--- src/rtl/msm_pkg.sv ---
// package: constants, message carrier and states of the marriage manager
package msm_pkg;
  // ---------------------------------------------------------------
  // interagent_message access types and commands
  // ---------------------------------------------------------------
  localparam logic [3:0] ACC_LOG  = 4'h2;
  localparam logic [3:0] ACC_PHYS = 4'h4;
  localparam logic [7:0] TGT_BCAST   = 8'hff;
  localparam logic [7:0] CMD_STOP    = 8'h01;
  localparam logic [7:0] CMD_RESTART = 8'h02;
  localparam logic [7:0] CMD_INVAL   = 8'h03;
  localparam logic [7:0] CMD_ERRRPT  = 8'h04;
  // ---------------------------------------------------------------
  // device register indices and fields
  // ---------------------------------------------------------------
  localparam logic [7:0] IDX_SPC     = 8'h00; // shadow_pair_control
  localparam logic [7:0] IDX_PARTNER = 8'h01; // partner_identity
  localparam logic [7:0] IDX_MFI     = 8'h02; // module_fault_identity
  localparam logic [7:0] IDX_BFI     = 8'h03; // bus_fault_identity
  localparam logic [7:0] IDX_LID     = 8'h04; // logical_identity
  localparam logic [7:0] IDX_PID     = 8'h05; // physical_identity
  localparam logic [7:0] IDX_ARB     = 8'h06; // arbitration_identity
  localparam logic [7:0] IDX_MATCH   = 8'h07; // sysbus_address_match
  localparam logic [7:0] IDX_FT2     = 8'h08; // fault_tolerance_ctrl_two
  localparam logic [7:0] IDX_LCP     = 8'h09; // lockstep_checker_pair
  localparam logic [7:0] IDX_COPY0   = 8'h07; // first copied index
  localparam int SPC_MARRIED = 0;
  localparam int SPC_SHADOW  = 1;
  localparam int SPC_TOGGLE  = 2;
  localparam int FT2_SILENT  = 0;
  localparam logic [31:0] CONF_MASK = 32'h0000_00ff;
  // ---------------------------------------------------------------
  // apb register map
  // ---------------------------------------------------------------
  localparam logic [7:0] A_CTRL = 8'h00;
  localparam logic [7:0] A_STAT = 8'h04;
  localparam logic [7:0] A_PPID = 8'h08;
  localparam logic [7:0] A_SPID = 8'h0c;
  localparam logic [7:0] A_SMFI = 8'h10;
  localparam logic [7:0] A_SSRC = 8'h14;
  localparam logic [7:0] A_ARB  = 8'h18;
  localparam logic [7:0] A_LID  = 8'h1c;
  localparam int CTL_START   = 0;
  localparam int CTL_SILSH   = 1;
  localparam int CTL_TOGGLE  = 2;
  localparam int STA_BUSY    = 0;
  localparam int STA_DONE    = 1;
  localparam int STA_ST_LSB  = 8;
  // ---------------------------------------------------------------
  // carrier and states
  // ---------------------------------------------------------------
  typedef enum logic [1:0] {MK_WR = 2'b00, MK_RD = 2'b01, MK_CMD = 2'b10} msm_kind_t;
  typedef struct packed {
    msm_kind_t   kind;
    logic [3:0]  access;
    logic [7:0]  target;
    logic [7:0]  index;
    logic [31:0] data;
  } msm_msg_t;
  typedef enum logic [4:0] {
    ST_IDLE = 5'b00000, ST_STOP_SH = 5'b00001, ST_SET_SHD = 5'b00010,
    ST_CLRM_SH = 5'b00011, ST_STOP_PR = 5'b00100, ST_CLRM_PR = 5'b00101,
    ST_CLR_TGL = 5'b00110, ST_INVAL = 5'b00111, ST_ERRRPT = 5'b01000,
    ST_COPY_RD = 5'b01001, ST_COPY_WR = 5'b01010, ST_ARB = 5'b01011,
    ST_SET_MFI = 5'b01100, ST_SET_SRC = 5'b01101, ST_RD_MFIP = 5'b01110,
    ST_WR_SPS = 5'b01111, ST_RD_MFIS = 5'b10000, ST_WR_SPP = 5'b10001,
    ST_RD_LID = 5'b10010, ST_WR_LID = 5'b10011, ST_MARRY = 5'b10100,
    ST_SILENT = 5'b10101, ST_RESTART = 5'b10110
  } msm_state_t;
endpackage : msm_pkg

--- src/rtl/msm_manager.sv ---
// marriage manager: pairs a primary-elect and shadow-elect module over messages
// Function
// RULE1 - married modules run lock step, primary active, shadow passive
// RULE2 - pairing set only through register configuration, no fixed wiring
// RULE3 - both paired system buses may carry traffic normally
// RULE4 - partner_identity of each unit loaded with other's confinement_identifier
// RULE5 - married flag set in both pairs, shadow flag only in shadow
// RULE6 - silent-enable set in exactly one of the two pairs
// RULE7 - clearing sysbus_address_match disables the unit's address recognizer
// RULE8 - any error report restarts all deadlock timers
// RULE9 - arbitration_identity is write-only; same value written to both units
// RULE10 - clear lockstep_checker_pair toggle in both units before marriage
// RULE11 - invalidate-cache command clears caches; manager issues it
// RULE12 - access type 0100 is a physical register request; copies logical_identity
// RULE13 - copy all primary registers to shadow except six identity/control ones; code skips seven, indices 0 to 6
// RULE14 - shadow-elect: stop processors, set shadow flag, clear address match
// RULE15 - every step applied to all expansion units of a module
// RULE16 - shadow-elect gets unique module fault identity and source_identifier
// RULE17 - one synchronizing restart message after marriage
// RULE18 - logical 0010 register writes hit all units sharing that identity
// RULE19 - survivor clears married flag after partner permanent fault
// RULE20 - shadow tracks traffic but leaves responses to primary
//
// The APB interface to the registers and the register offsets were chosen for this implementation.
`timescale 1ns/100ps
module msm_manager
  import msm_pkg::*;
#(
  parameter int NUM_UNITS = 1,
  parameter int REG_COUNT = 16
) (
  // clock and reset
  input  wire logic        clk,
  input  wire logic        reset_n,
  // apb slave
  input  wire logic        psel,
  input  wire logic        penable,
  input  wire logic        pwrite,
  input  wire logic [7:0]  paddr,
  input  wire logic [31:0] pwdata,
  output logic [31:0]      prdata,
  output logic             pready,
  output logic             pslverr,
  // interagent_message port
  output logic             msg_valid,
  output msm_msg_t         msg,
  input  wire logic        msg_ready,
  input  wire logic        rsp_valid,
  input  wire logic [31:0] rsp_data
);
  // ---------------------------------------------------------------
  // parameter check
  // ---------------------------------------------------------------
  if (NUM_UNITS < 1 || NUM_UNITS > 16 || REG_COUNT <= int'(IDX_COPY0) || REG_COUNT > 256) begin : g_chk
    $error("msm_manager: unsupported NUM_UNITS or REG_COUNT");
  end

  localparam logic [3:0] LAST_UNIT = 4'(NUM_UNITS - 1);
  localparam logic [7:0] LAST_IDX  = 8'(REG_COUNT - 1);

  // ---------------------------------------------------------------
  // apb registers
  // ---------------------------------------------------------------
  logic [31:0]    prdata_r, prdata_nxt;
  logic           pready_r, pready_nxt;
  logic           pslverr_r, pslverr_nxt;
  logic           silsh_r, silsh_nxt;
  logic           tgl_r, tgl_nxt;
  logic [7:0]     ppid_r, ppid_nxt;
  logic [7:0]     spid_r, spid_nxt;
  logic [31:0]    smfi_r, smfi_nxt;
  logic [31:0]    ssrc_r, ssrc_nxt;
  logic [31:0]    arb_r, arb_nxt;
  logic           wr_acc;
  logic           start_req;
  logic           mapped;
  logic [31:0]    stat;
  // engine state
  msm_state_t     st_r, st_nxt;
  logic           side_r, side_nxt;
  logic [3:0]     unit_r, unit_nxt;
  logic [7:0]     idx_r, idx_nxt;
  logic           ph_r, ph_nxt;
  logic [31:0]    rdat_r, rdat_nxt;
  logic [31:0]    lid_r, lid_nxt;
  logic           mv_r, mv_nxt;
  msm_msg_t       msg_r, msg_nxt;
  logic           done_r, done_nxt;

  always_comb begin
    wr_acc    = psel && penable && pready_r && pwrite;
    start_req = wr_acc && paddr == A_CTRL && pwdata[CTL_START] && st_r == ST_IDLE;
    mapped    = paddr inside {A_CTRL, A_STAT, A_PPID, A_SPID, A_SMFI, A_SSRC, A_ARB, A_LID};
    stat      = '0;
    stat[STA_BUSY] = st_r != ST_IDLE;
    stat[STA_DONE] = done_r;
    stat[STA_ST_LSB +: 5] = st_r;
  end

  always_comb begin
    pready_nxt  = psel && !penable;
    pslverr_nxt = psel && !penable && !mapped;
    prdata_nxt  = prdata_r;
    silsh_nxt   = silsh_r;
    tgl_nxt     = tgl_r;
    ppid_nxt    = ppid_r;
    spid_nxt    = spid_r;
    smfi_nxt    = smfi_r;
    ssrc_nxt    = ssrc_r;
    arb_nxt     = arb_r;
    if (psel && !penable) begin
      prdata_nxt = '0;
      unique case (paddr)
        A_CTRL:  begin
          prdata_nxt[CTL_SILSH]  = silsh_r;
          prdata_nxt[CTL_TOGGLE] = tgl_r;
        end
        A_STAT:  prdata_nxt = stat;
        A_PPID:  prdata_nxt[7:0] = ppid_r;
        A_SPID:  prdata_nxt[7:0] = spid_r;
        A_SMFI:  prdata_nxt = smfi_r;
        A_SSRC:  prdata_nxt = ssrc_r;
        // write-only on the device too; never read back
        A_ARB:   prdata_nxt = '0;
        A_LID:   prdata_nxt = lid_r;
        default: prdata_nxt = '0;
      endcase
    end
    if (wr_acc) begin
      unique case (paddr)
        A_CTRL:  begin
          silsh_nxt = pwdata[CTL_SILSH];
          tgl_nxt   = pwdata[CTL_TOGGLE];
        end
        A_PPID:  ppid_nxt = pwdata[7:0];
        A_SPID:  spid_nxt = pwdata[7:0];
        A_SMFI:  smfi_nxt = pwdata;
        A_SSRC:  ssrc_nxt = pwdata;
        A_ARB:   arb_nxt  = pwdata;
        default: ;
      endcase
    end
  end

  always_ff @(posedge clk or negedge reset_n) begin
    if (!reset_n) begin
      prdata_r  <= '0;
      pready_r  <= 1'b0;
      pslverr_r <= 1'b0;
      silsh_r   <= 1'b0;
      tgl_r     <= 1'b0;
      ppid_r    <= '0;
      spid_r    <= '0;
      smfi_r    <= '0;
      ssrc_r    <= '0;
      arb_r     <= '0;
    end else begin
      prdata_r  <= prdata_nxt;
      pready_r  <= pready_nxt;
      pslverr_r <= pslverr_nxt;
      silsh_r   <= silsh_nxt;
      tgl_r     <= tgl_nxt;
      ppid_r    <= ppid_nxt;
      spid_r    <= spid_nxt;
      smfi_r    <= smfi_nxt;
      ssrc_r    <= ssrc_nxt;
      arb_r     <= arb_nxt;
    end
  end

  // ---------------------------------------------------------------
  // marriage sequence engine
  // ---------------------------------------------------------------
  function automatic logic st_both(msm_state_t s);
    return s inside {ST_CLR_TGL, ST_ARB, ST_MARRY, ST_SILENT};
  endfunction : st_both

  function automatic logic st_single(msm_state_t s);
    return s inside {ST_INVAL, ST_ERRRPT, ST_RESTART, ST_RD_MFIP, ST_RD_MFIS, ST_RD_LID};
  endfunction : st_single

  logic        cur_side;
  logic [7:0]  pid;
  logic        adv;
  msm_msg_t    m;

  always_comb begin
    st_nxt   = st_r;
    side_nxt = side_r;
    unit_nxt = unit_r;
    idx_nxt  = idx_r;
    ph_nxt   = ph_r;
    rdat_nxt = rdat_r;
    lid_nxt  = lid_r;
    mv_nxt   = mv_r;
    msg_nxt  = msg_r;
    done_nxt = done_r;
    adv      = 1'b0;
    cur_side = st_both(st_r) ? side_r :
               st_r inside {ST_STOP_SH, ST_SET_SHD, ST_CLRM_SH, ST_COPY_WR, ST_SET_MFI,
                            ST_SET_SRC, ST_WR_SPS, ST_RD_MFIS, ST_WR_LID};
    // RULE2 pairing by configured ids
    pid = (cur_side ? spid_r : ppid_r) + 8'(unit_r);
    m = '{kind: MK_WR, access: ACC_PHYS, target: pid, index: IDX_SPC, data: '0};
    unique case (st_r)
      // RULE14 stop shadow processors, then primary ones
      ST_STOP_SH, ST_STOP_PR: begin
        m.kind  = MK_CMD;
        m.index = CMD_STOP;
      end
      ST_SET_SHD: m.data[SPC_SHADOW] = 1'b1;
      // RULE7 recognizer off
      ST_CLRM_SH, ST_CLRM_PR: m.index = IDX_MATCH;
      // RULE10 toggle cleared in both
      ST_CLR_TGL: m.index = IDX_LCP;
      // RULE11 caches start equal
      ST_INVAL, ST_ERRRPT, ST_RESTART: begin
        m.kind   = MK_CMD;
        m.access = ACC_LOG;
        m.target = TGT_BCAST;
        m.index  = st_r == ST_INVAL ? CMD_INVAL :
                   st_r == ST_ERRRPT ? CMD_ERRRPT : CMD_RESTART;
      end
      // RULE13 copy excludes the identity block
      ST_COPY_RD: begin
        m.kind  = MK_RD;
        m.index = idx_r;
      end
      ST_COPY_WR: begin
        m.index = idx_r;
        m.data  = rdat_r;
      end
      // RULE9 same value to both
      ST_ARB: begin
        m.index = IDX_ARB;
        m.data  = arb_r;
      end
      // RULE16 unique identities
      ST_SET_MFI: begin
        m.index = IDX_MFI;
        m.data  = smfi_r;
      end
      ST_SET_SRC: begin
        m.index = IDX_BFI;
        m.data  = ssrc_r + 32'(unit_r);
      end
      ST_RD_MFIP, ST_RD_MFIS: begin
        m.kind  = MK_RD;
        m.index = IDX_MFI;
      end
      // RULE4 partner gets other confinement_identifier
      ST_WR_SPS, ST_WR_SPP: begin
        m.index = IDX_PARTNER;
        m.data  = rdat_r & CONF_MASK;
      end
      // RULE12 physical 0100 copy of logical_identity
      ST_RD_LID: begin
        m.kind  = MK_RD;
        m.index = IDX_LID;
      end
      ST_WR_LID: begin
        m.index = IDX_LID;
        m.data  = rdat_r;
      end
      // RULE5 married both, shadow only one
      ST_MARRY: begin
        m.data[SPC_MARRIED] = 1'b1;
        m.data[SPC_SHADOW]  = side_r;
        m.data[SPC_TOGGLE]  = tgl_r;
      end
      // RULE6 silent in one pair only
      ST_SILENT: begin
        m.index = IDX_FT2;
        // both pairs written: a silent bit copied from the primary must not survive
        m.data[FT2_SILENT] = side_r == silsh_r;
      end
      default: ;
    endcase
    if (st_r == ST_IDLE) begin
      if (start_req) begin
        st_nxt   = ST_STOP_SH;
        done_nxt = 1'b0;
        idx_nxt  = IDX_COPY0;
        side_nxt = 1'b0;
        unit_nxt = '0;
      end
    end else if (ph_r) begin
      if (rsp_valid) begin
        rdat_nxt = rsp_data;
        if (st_r == ST_RD_LID) lid_nxt = rsp_data;
        ph_nxt = 1'b0;
        adv    = 1'b1;
      end
    end else if (mv_r) begin
      if (msg_ready) begin
        mv_nxt = 1'b0;
        if (msg_r.kind == MK_RD) ph_nxt = 1'b1;
        else adv = 1'b1;
      end
    end else begin
      mv_nxt  = 1'b1;
      msg_nxt = m;
    end
    if (adv) begin
      if (st_r == ST_COPY_RD) begin
        st_nxt = ST_COPY_WR;
      end else if (st_r == ST_COPY_WR) begin
        if (unit_r != LAST_UNIT) begin
          unit_nxt = unit_r + 4'h1;
          st_nxt   = ST_COPY_RD;
        end else begin
          unit_nxt = '0;
          idx_nxt  = idx_r + 8'h01;
          st_nxt   = idx_r == LAST_IDX ? ST_ARB : ST_COPY_RD;
        end
      // RULE15 every expansion unit of a module
      end else if (!st_single(st_r) && unit_r != LAST_UNIT) begin
        unit_nxt = unit_r + 4'h1;
      end else if (st_both(st_r) && !side_r) begin
        side_nxt = 1'b1;
        unit_nxt = '0;
      end else begin
        side_nxt = 1'b0;
        unit_nxt = '0;
        // RULE17 restart ends the sequence
        if (st_r == ST_RESTART) begin
          st_nxt   = ST_IDLE;
          done_nxt = 1'b1;
        end else begin
          st_nxt = msm_state_t'(st_r + 5'h01);
        end
      end
    end
  end

  always_ff @(posedge clk or negedge reset_n) begin
    if (!reset_n) begin
      st_r   <= ST_IDLE;
      side_r <= 1'b0;
      unit_r <= '0;
      idx_r  <= '0;
      ph_r   <= 1'b0;
      rdat_r <= '0;
      lid_r  <= '0;
      mv_r   <= 1'b0;
      msg_r  <= '0;
      done_r <= 1'b0;
    end else begin
      st_r   <= st_nxt;
      side_r <= side_nxt;
      unit_r <= unit_nxt;
      idx_r  <= idx_nxt;
      ph_r   <= ph_nxt;
      rdat_r <= rdat_nxt;
      lid_r  <= lid_nxt;
      mv_r   <= mv_nxt;
      msg_r  <= msg_nxt;
      done_r <= done_nxt;
    end
  end

  // ---------------------------------------------------------------
  // outputs
  // ---------------------------------------------------------------
  assign prdata    = prdata_r;
  assign pready    = pready_r;
  assign pslverr   = pslverr_r;
  assign msg_valid = mv_r;
  assign msg       = msg_r;
endmodule : msm_manager

--- config.mk ---
export PLATFORM = sky130hd
export DESIGN_NAME = msm_manager
export DESIGN_NICKNAME = d
export VERILOG_FILES = /design/src/rtl/msm_pkg.sv /design/src/rtl/msm_manager.sv
export SDC_FILE = /design/constraint.sdc
export NUM_CORES = 1
export LEC_CHECK = 0
export BUFFER_PORTS_ARGS = -buffer_cell sky130_fd_sc_hd__buf_2
export CORE_AREA = 5 5 177 179
export CTS_BUF_LIST = sky130_fd_sc_hd__clkbuf_16
export CTS_CLUSTER_DIAMETER = 40
export DETAILED_ROUTE_END_ITERATION = 8
export DIE_AREA = 0 0 182 184
export PLACE_DENSITY = 0.66
export SYNTH_ARGS = -nofsm -noshare
export SYNTH_HDL_FRONTEND = slang
export SYNTH_SLANG_ARGS = --single-unit
--- constraint.sdc ---
create_clock -name clk -period 4.4 [get_ports clk]
set_input_delay 0.66 -clock clk [delete_from_list [all_inputs] [get_ports clk]]
set_output_delay 0.66 -clock clk [all_outputs]
set_load 0.05 [all_outputs]
* Word-level counts from Yosys, hierarchy flattened *
Index checks and enable logic that the tools add are counted.

cells by class
  muxes and demuxes = 66
  equality and inequality tests = 32
  add/subtract/negate cells = 5
  bitwise logic cells = 3
  reductions and logical operators = 43

operator list
  kind                                                                   number
  29-bit one-hot mux with 5 select lines                                 1
  24-bit one-hot mux with 4 select lines                                 1
  8-bit one-hot mux with 10 select lines                                 1
  8-bit 2-to-1 mux                                                       7
  5-bit by 4-bit equality test with 1-bit output, second input constant  8
  5-bit 2-to-1 mux                                                       8
  5-bit equality test, second input constant                             7
  32-bit by 4-bit adder with 32-bit output                               1
  8-bit by 5-bit equality test with 1-bit output, second input constant  4
  1-bit 2-to-1 mux                                                       29
  4-bit 2-to-1 mux                                                       7
  5-bit one-hot mux with 5 select lines                                  1
  8-bit by 4-bit equality test with 1-bit output, second input constant  3
  5-bit by 3-bit equality test with 1-bit output, second input constant  4
  1-bit one-hot mux with 6 select lines                                  3
  2-bit one-hot mux with 7 select lines                                  1
  2-bit AND reduction                                                    7
  4-bit OR reduction                                                     3
  11-bit 2-to-1 mux                                                      1
  5-bit by 2-bit equality test with 1-bit output, second input constant  2
  1-bit logical AND                                                      10
  2-bit OR reduction                                                     5
  9-bit nonzero test                                                     1
  8-bit by 1-bit adder with 8-bit output, second input constant          1
  other kinds (23)                                                       33

word-level totals
  register bits after elaboration = 287
  input port bits = 79
  output and inout bits = 89
  word-level logic and storage cells = 173

* Depth between registers and ports, before layout *
  depth in word-level cells = 14
  depth in mapped cells = 16
  depth with buffers taken out = 15

* Worst setup path after synthesis *
OpenSTA, ideal clock, no wires.

  path type = reg-to-reg
  start = reg st_r[1]
  end = reg msg_r, in the netlist msg[44]
  period minus slack after synthesis = 3783 ps
  path slack = 617 ps
  path buffers = 1
  setup time = 123 ps
  stages on the path, launching flop included = 16
  data required time = 4277 ps
  arrival time = 3660 ps
  cell sequence = dfrtp_1 -> inv_1 -> ha_1 -> buf_2 -> mux2_4 -> a211oi_4 -> nor2_4 -> a31oi_4 -> mux2_2 -> ha_1 -> fa_1 -> a21o_1 -> a21o_1 -> or3_1 -> mux2i_1 -> nor3_1

on the way
  longest elaborated chain between the ends = 6
  elaborated cells between the ends (all ways) = 26
  classes of those cells = add/sub: 1; eq/ne: 16; mux: 3; bitwise: 1; reduce/logical: 5

ends and longest elaborated chain
  what                                                                          line                                    text
  start: declaration                                                            msm_manager.sv:79                       msm_state_t st_r, st_nxt;
  start signal: assignment                                                      msm_manager.sv:349                      st_r <= st_nxt;
  5-bit by 1-bit equality test with 1-bit output, or another cell as far along  msm_manager.sv:200                      st_r inside {ST_STOP_SH, ST_SET_SHD, ST_CLRM_SH, ST_COPY_WR, ST_SET_MFI,
  9-bit nonzero test or 4-bit nonzero test (tied branches)                      msm_manager.sv:200, msm_manager.sv:175
  1-bit 2-to-1 mux                                                              msm_manager.sv:199                      cur_side = st_both(st_r) ? side_r :
  8-bit 2-to-1 mux                                                              msm_manager.sv:203                      pid = (cur_side ? spid_r : ppid_r) + 8'(unit_r);
  8-bit by 4-bit adder with 8-bit output                                        msm_manager.sv:203
  11-bit 2-to-1 mux                                                             msm_manager.sv:205                      unique case (st_r)
  end signal: assignment                                                        msm_manager.sv:357                      msg_r <= msg_nxt;
  end: declaration                                                              msm_manager.sv:87                       msm_msg_t msg_r, msg_nxt;

Parallel ways exist; a longest one is shown, timed or not.
A chain may end at the register's enable or synchronous reset.

* Worst setup path in the final report *
  start = reg st_r[0]
  end = reg msg_r, in the netlist msg[44]

The elaborated chain is that of the path after synthesis.

==> metrics.txt <==
die span in x between 150 and 200 um; # setup viols final 0; PwrDens about 600 nW/um^2; worst slew pin tran 1.13 ns; worst-skew pair later-pin latency around 0.55 ns; CORE AREA about 29000 sq um; first drt pass iteration count 6; most frequent cell on the critical path a21o_1; Final Power a little under 10 mW; post-route cell area between 15000 and 20000 sq um; Arr. time, crit path between 4 and 5 ns; top cells by count, synth dfrtp_1, mux2_2, nand2_1; Critical-path top delay cell dfrtp_1; worst path cell trace inv_1 -> ha_1 -> and4b_1 -> a211oi_4 -> nor2_4 -> a31oi_4 -> buf_4 -> mux2_2 -> fa_1 -> a21o_1 -> a21o_1 -> or3_1 -> mux2i_1 -> nor3_1; FMAX 0.258 GHz; hold slack 0.221 ns; initial antenna violation count 1; worst clock skew 0.0325 ns; sequential-to-total area share from yosys stat 52.3%; Tcrit/Tclk final about nine tenths; CTS resizes 0; DRT antenna net count 0; Synth top area share 52.3%; Yosys reg bits approximately 290; gr usage total 24.5%; first-pass GRT wire length about 64000 um; reg2reg path depth 14; I/O pins about 170; Yosys top cell by area dfrtp_1; starting density of the core a little under half; share of flip-flops with an asynchronous set or reset 100%; final worst setup slack between 0.5 and 0.6 ns; CTS Sinks roughly 290; WL final 41400 um; Wirelength per Cell around 24 um; fin crit period 3.88 ns; Setup Fix Bufs, Post-CTS 0; max cap viols 0; Final Non-Filler Cells between 1500 and 2000; Syn Inst Count 1141; DRC viols 0; CP max FO 8; via count roughly 11000; vias in the first global route 10793; Final HPWL DP about 28000 um; max incr delay on CP 0.46 ns; Setup crit end kind flop; Hold Fails Final Rpt 0; number of cells on the critical path 14; CTS tree yes; Slew Limit Fails 0; HP Class in -> async; PortBufs ~170; layout cells sized above 1 a little over a third; Yosys Warn Count 0; hold_buf cts 0; top cell family by delay on the critical path compound AO/OA/AOI/OAI gates; ys flop type dfrtp_1; critical path required time roughly 4.8 ns; Placed Area about 15000 sq um; Core Util, Final a little under three fifths; VDD IR max ~0.28 mV; crit path launch type flop; CTS Buf Count 42; drt via density 6.09; P&R area growth vs syn 20.0%; Worst-path clk slew approximately 0.060 ns; nets between 1000 and 1500; synth top area cells dfrtp_1, mux2_2, a222oi_1; largest net degree at the start of global routing 130; mean post-synth cell area between 10 and 15 sq um; Die H approximately 180 um; unrepaired setup endpoints after global routing no; status finished, final reports clean; CTS H-tree depth 2; Iter 0 DRT Violations about 1000; global placement routability congestion 0.907; CTS Root Cell clkbuf_16; Static Leak 7.69 nW; most frequent cell after synthesis dfrtp_1; unique cell type count in the Yosys netlist 73; setup_tns 0 ns; WS Path Type reg -> reg; CTS max path bufs 3; # rows between 60 and 70; slew margin rel. 24.1%; Synth Cell Area about 14000 sq um; placed insts around 1700; number of synthesized flops with an enable pin 0; critical path buffer and inverter count 2; global route total overflow 0; ANT cells 0; dpl ws approximately 0.55 ns; DIE AREA 33500 sq um
==> kinds of logic (layout without fill, tap and decap cells) <==
group | count (synthesis) | in the layout | synth area share [%]
AO/OA/AOI/OAI | 265 | 265 | 15.0
XOR/XNOR | 41 | 41 | 2.63
adder cells (fa/ha/maj) | 18 | 18 | 1.76
buffers and inverters | 86 | 287 | 2.73
flip-flops | 285 | 285 | 52.3
multiplexers | 199 | 199 | 16.4
other | 1 | 2 | 0.0275
AND/OR/NAND/NOR | 246 | 246 | 9.15
==> flip-flops by register name, summed over array words and instances, names as in the netlist <==
signal and flops:
rdat_r 32, st_r 5, smfi_r 32, silsh_r 1, ssrc_r 32, arb_r 32, pslverr 1, spid_r 8
unit_r 4, idx_r 8, done_r 1, tgl_r 1, ph_r 1, prdata 32, side_r 1, msg 52
msg_valid 1, pready 1, ppid_r 8, lid_r 32
==> routing by layer <==
metal  up-vias  share of wire [%]  wire length [um]  global-route usage (%)
met5         -              0.027                11                       0
met4         2                2.3               931                    6.78
met3        65                6.9              2870                    4.59
met2       431                 48             19900                    40.1
met1      5373                 43             17700                    33.6
li1       4686                  -                 -                       -
==> layout by cell type (no fill, tap or decap), types with 6 or more instances in the layout <==
| cell type | synthesis | layout |
|---|---|---|
| a22o_1 | 22 | 22 |
| o22a_1 | 7 | 7 |
| buf_2 | 15 | 164 |
| nor2_1 | 60 | 58 |
| a21oi_1 | 23 | 23 |
| inv_1 | 12 | 19 |
| mux2i_1 | 12 | 12 |
| a22oi_1 | 10 | 10 |
| ha_1 | 16 | 16 |
| a31oi_1 | 14 | 14 |
| and4_1 | 6 | 6 |
| and3_1 | 8 | 8 |
| a222oi_1 | 55 | 55 |
| mux2_2 | 183 | 183 |
| a221oi_1 | 9 | 9 |
| buf_4 | 6 | 29 |
| nand4_1 | 23 | 23 |
| dfrtp_1 | 285 | 285 |
| a21o_1 | 6 | 6 |
| a2bb2oi_1 | 10 | 10 |
| nand2b_1 | 9 | 9 |
| nand2_1 | 76 | 76 |
| clkbuf_16 | 0 | 44 |
| o21ai_0 | 64 | 64 |
| nand3_1 | 13 | 12 |
| inv_6 | 0 | 8 |
| xor2_1 | 30 | 30 |
| xnor2_1 | 11 | 11 |
| nor3_1 | 16 | 15 |
==> cell type report <==
cell class	count	area, sq um
clock inverter	34	329
tap	390	488
fill	2473	13000
sequential	285	7130
multi-input combinational	771	6150
inverter	12	45.0
clock buffer	44	1100
timing repair buffer	197	1110
==> worst paths after layout <==
check | start | end | slack [ns]
worst max-delay path | st_r[0] | msg[44] | 0.52
worst max register to register | st_r[0] | msg[44] | 0.52
max in group asynchronous | reset_n | arb_r[15] | 3.23
worst min register to register | prdata[24] | prdata[24] | 0.47
worst min-delay path | reset_n | pslverr | 0.22
min in group clk | rsp_data[6] | rdat_r[6] | 0.36
==> power breakdown <==
part | switching (mW) | internal [mW] | total, mW | leakage [nW]
clock | 1.28 | 2.08 | 3.36 | 0.726
sequential | 0.381 | 3.11 | 3.49 | 3.80
combinational | 1.86 | 1.05 | 2.91 | 3.16
(Power assumes the default switching activity.)
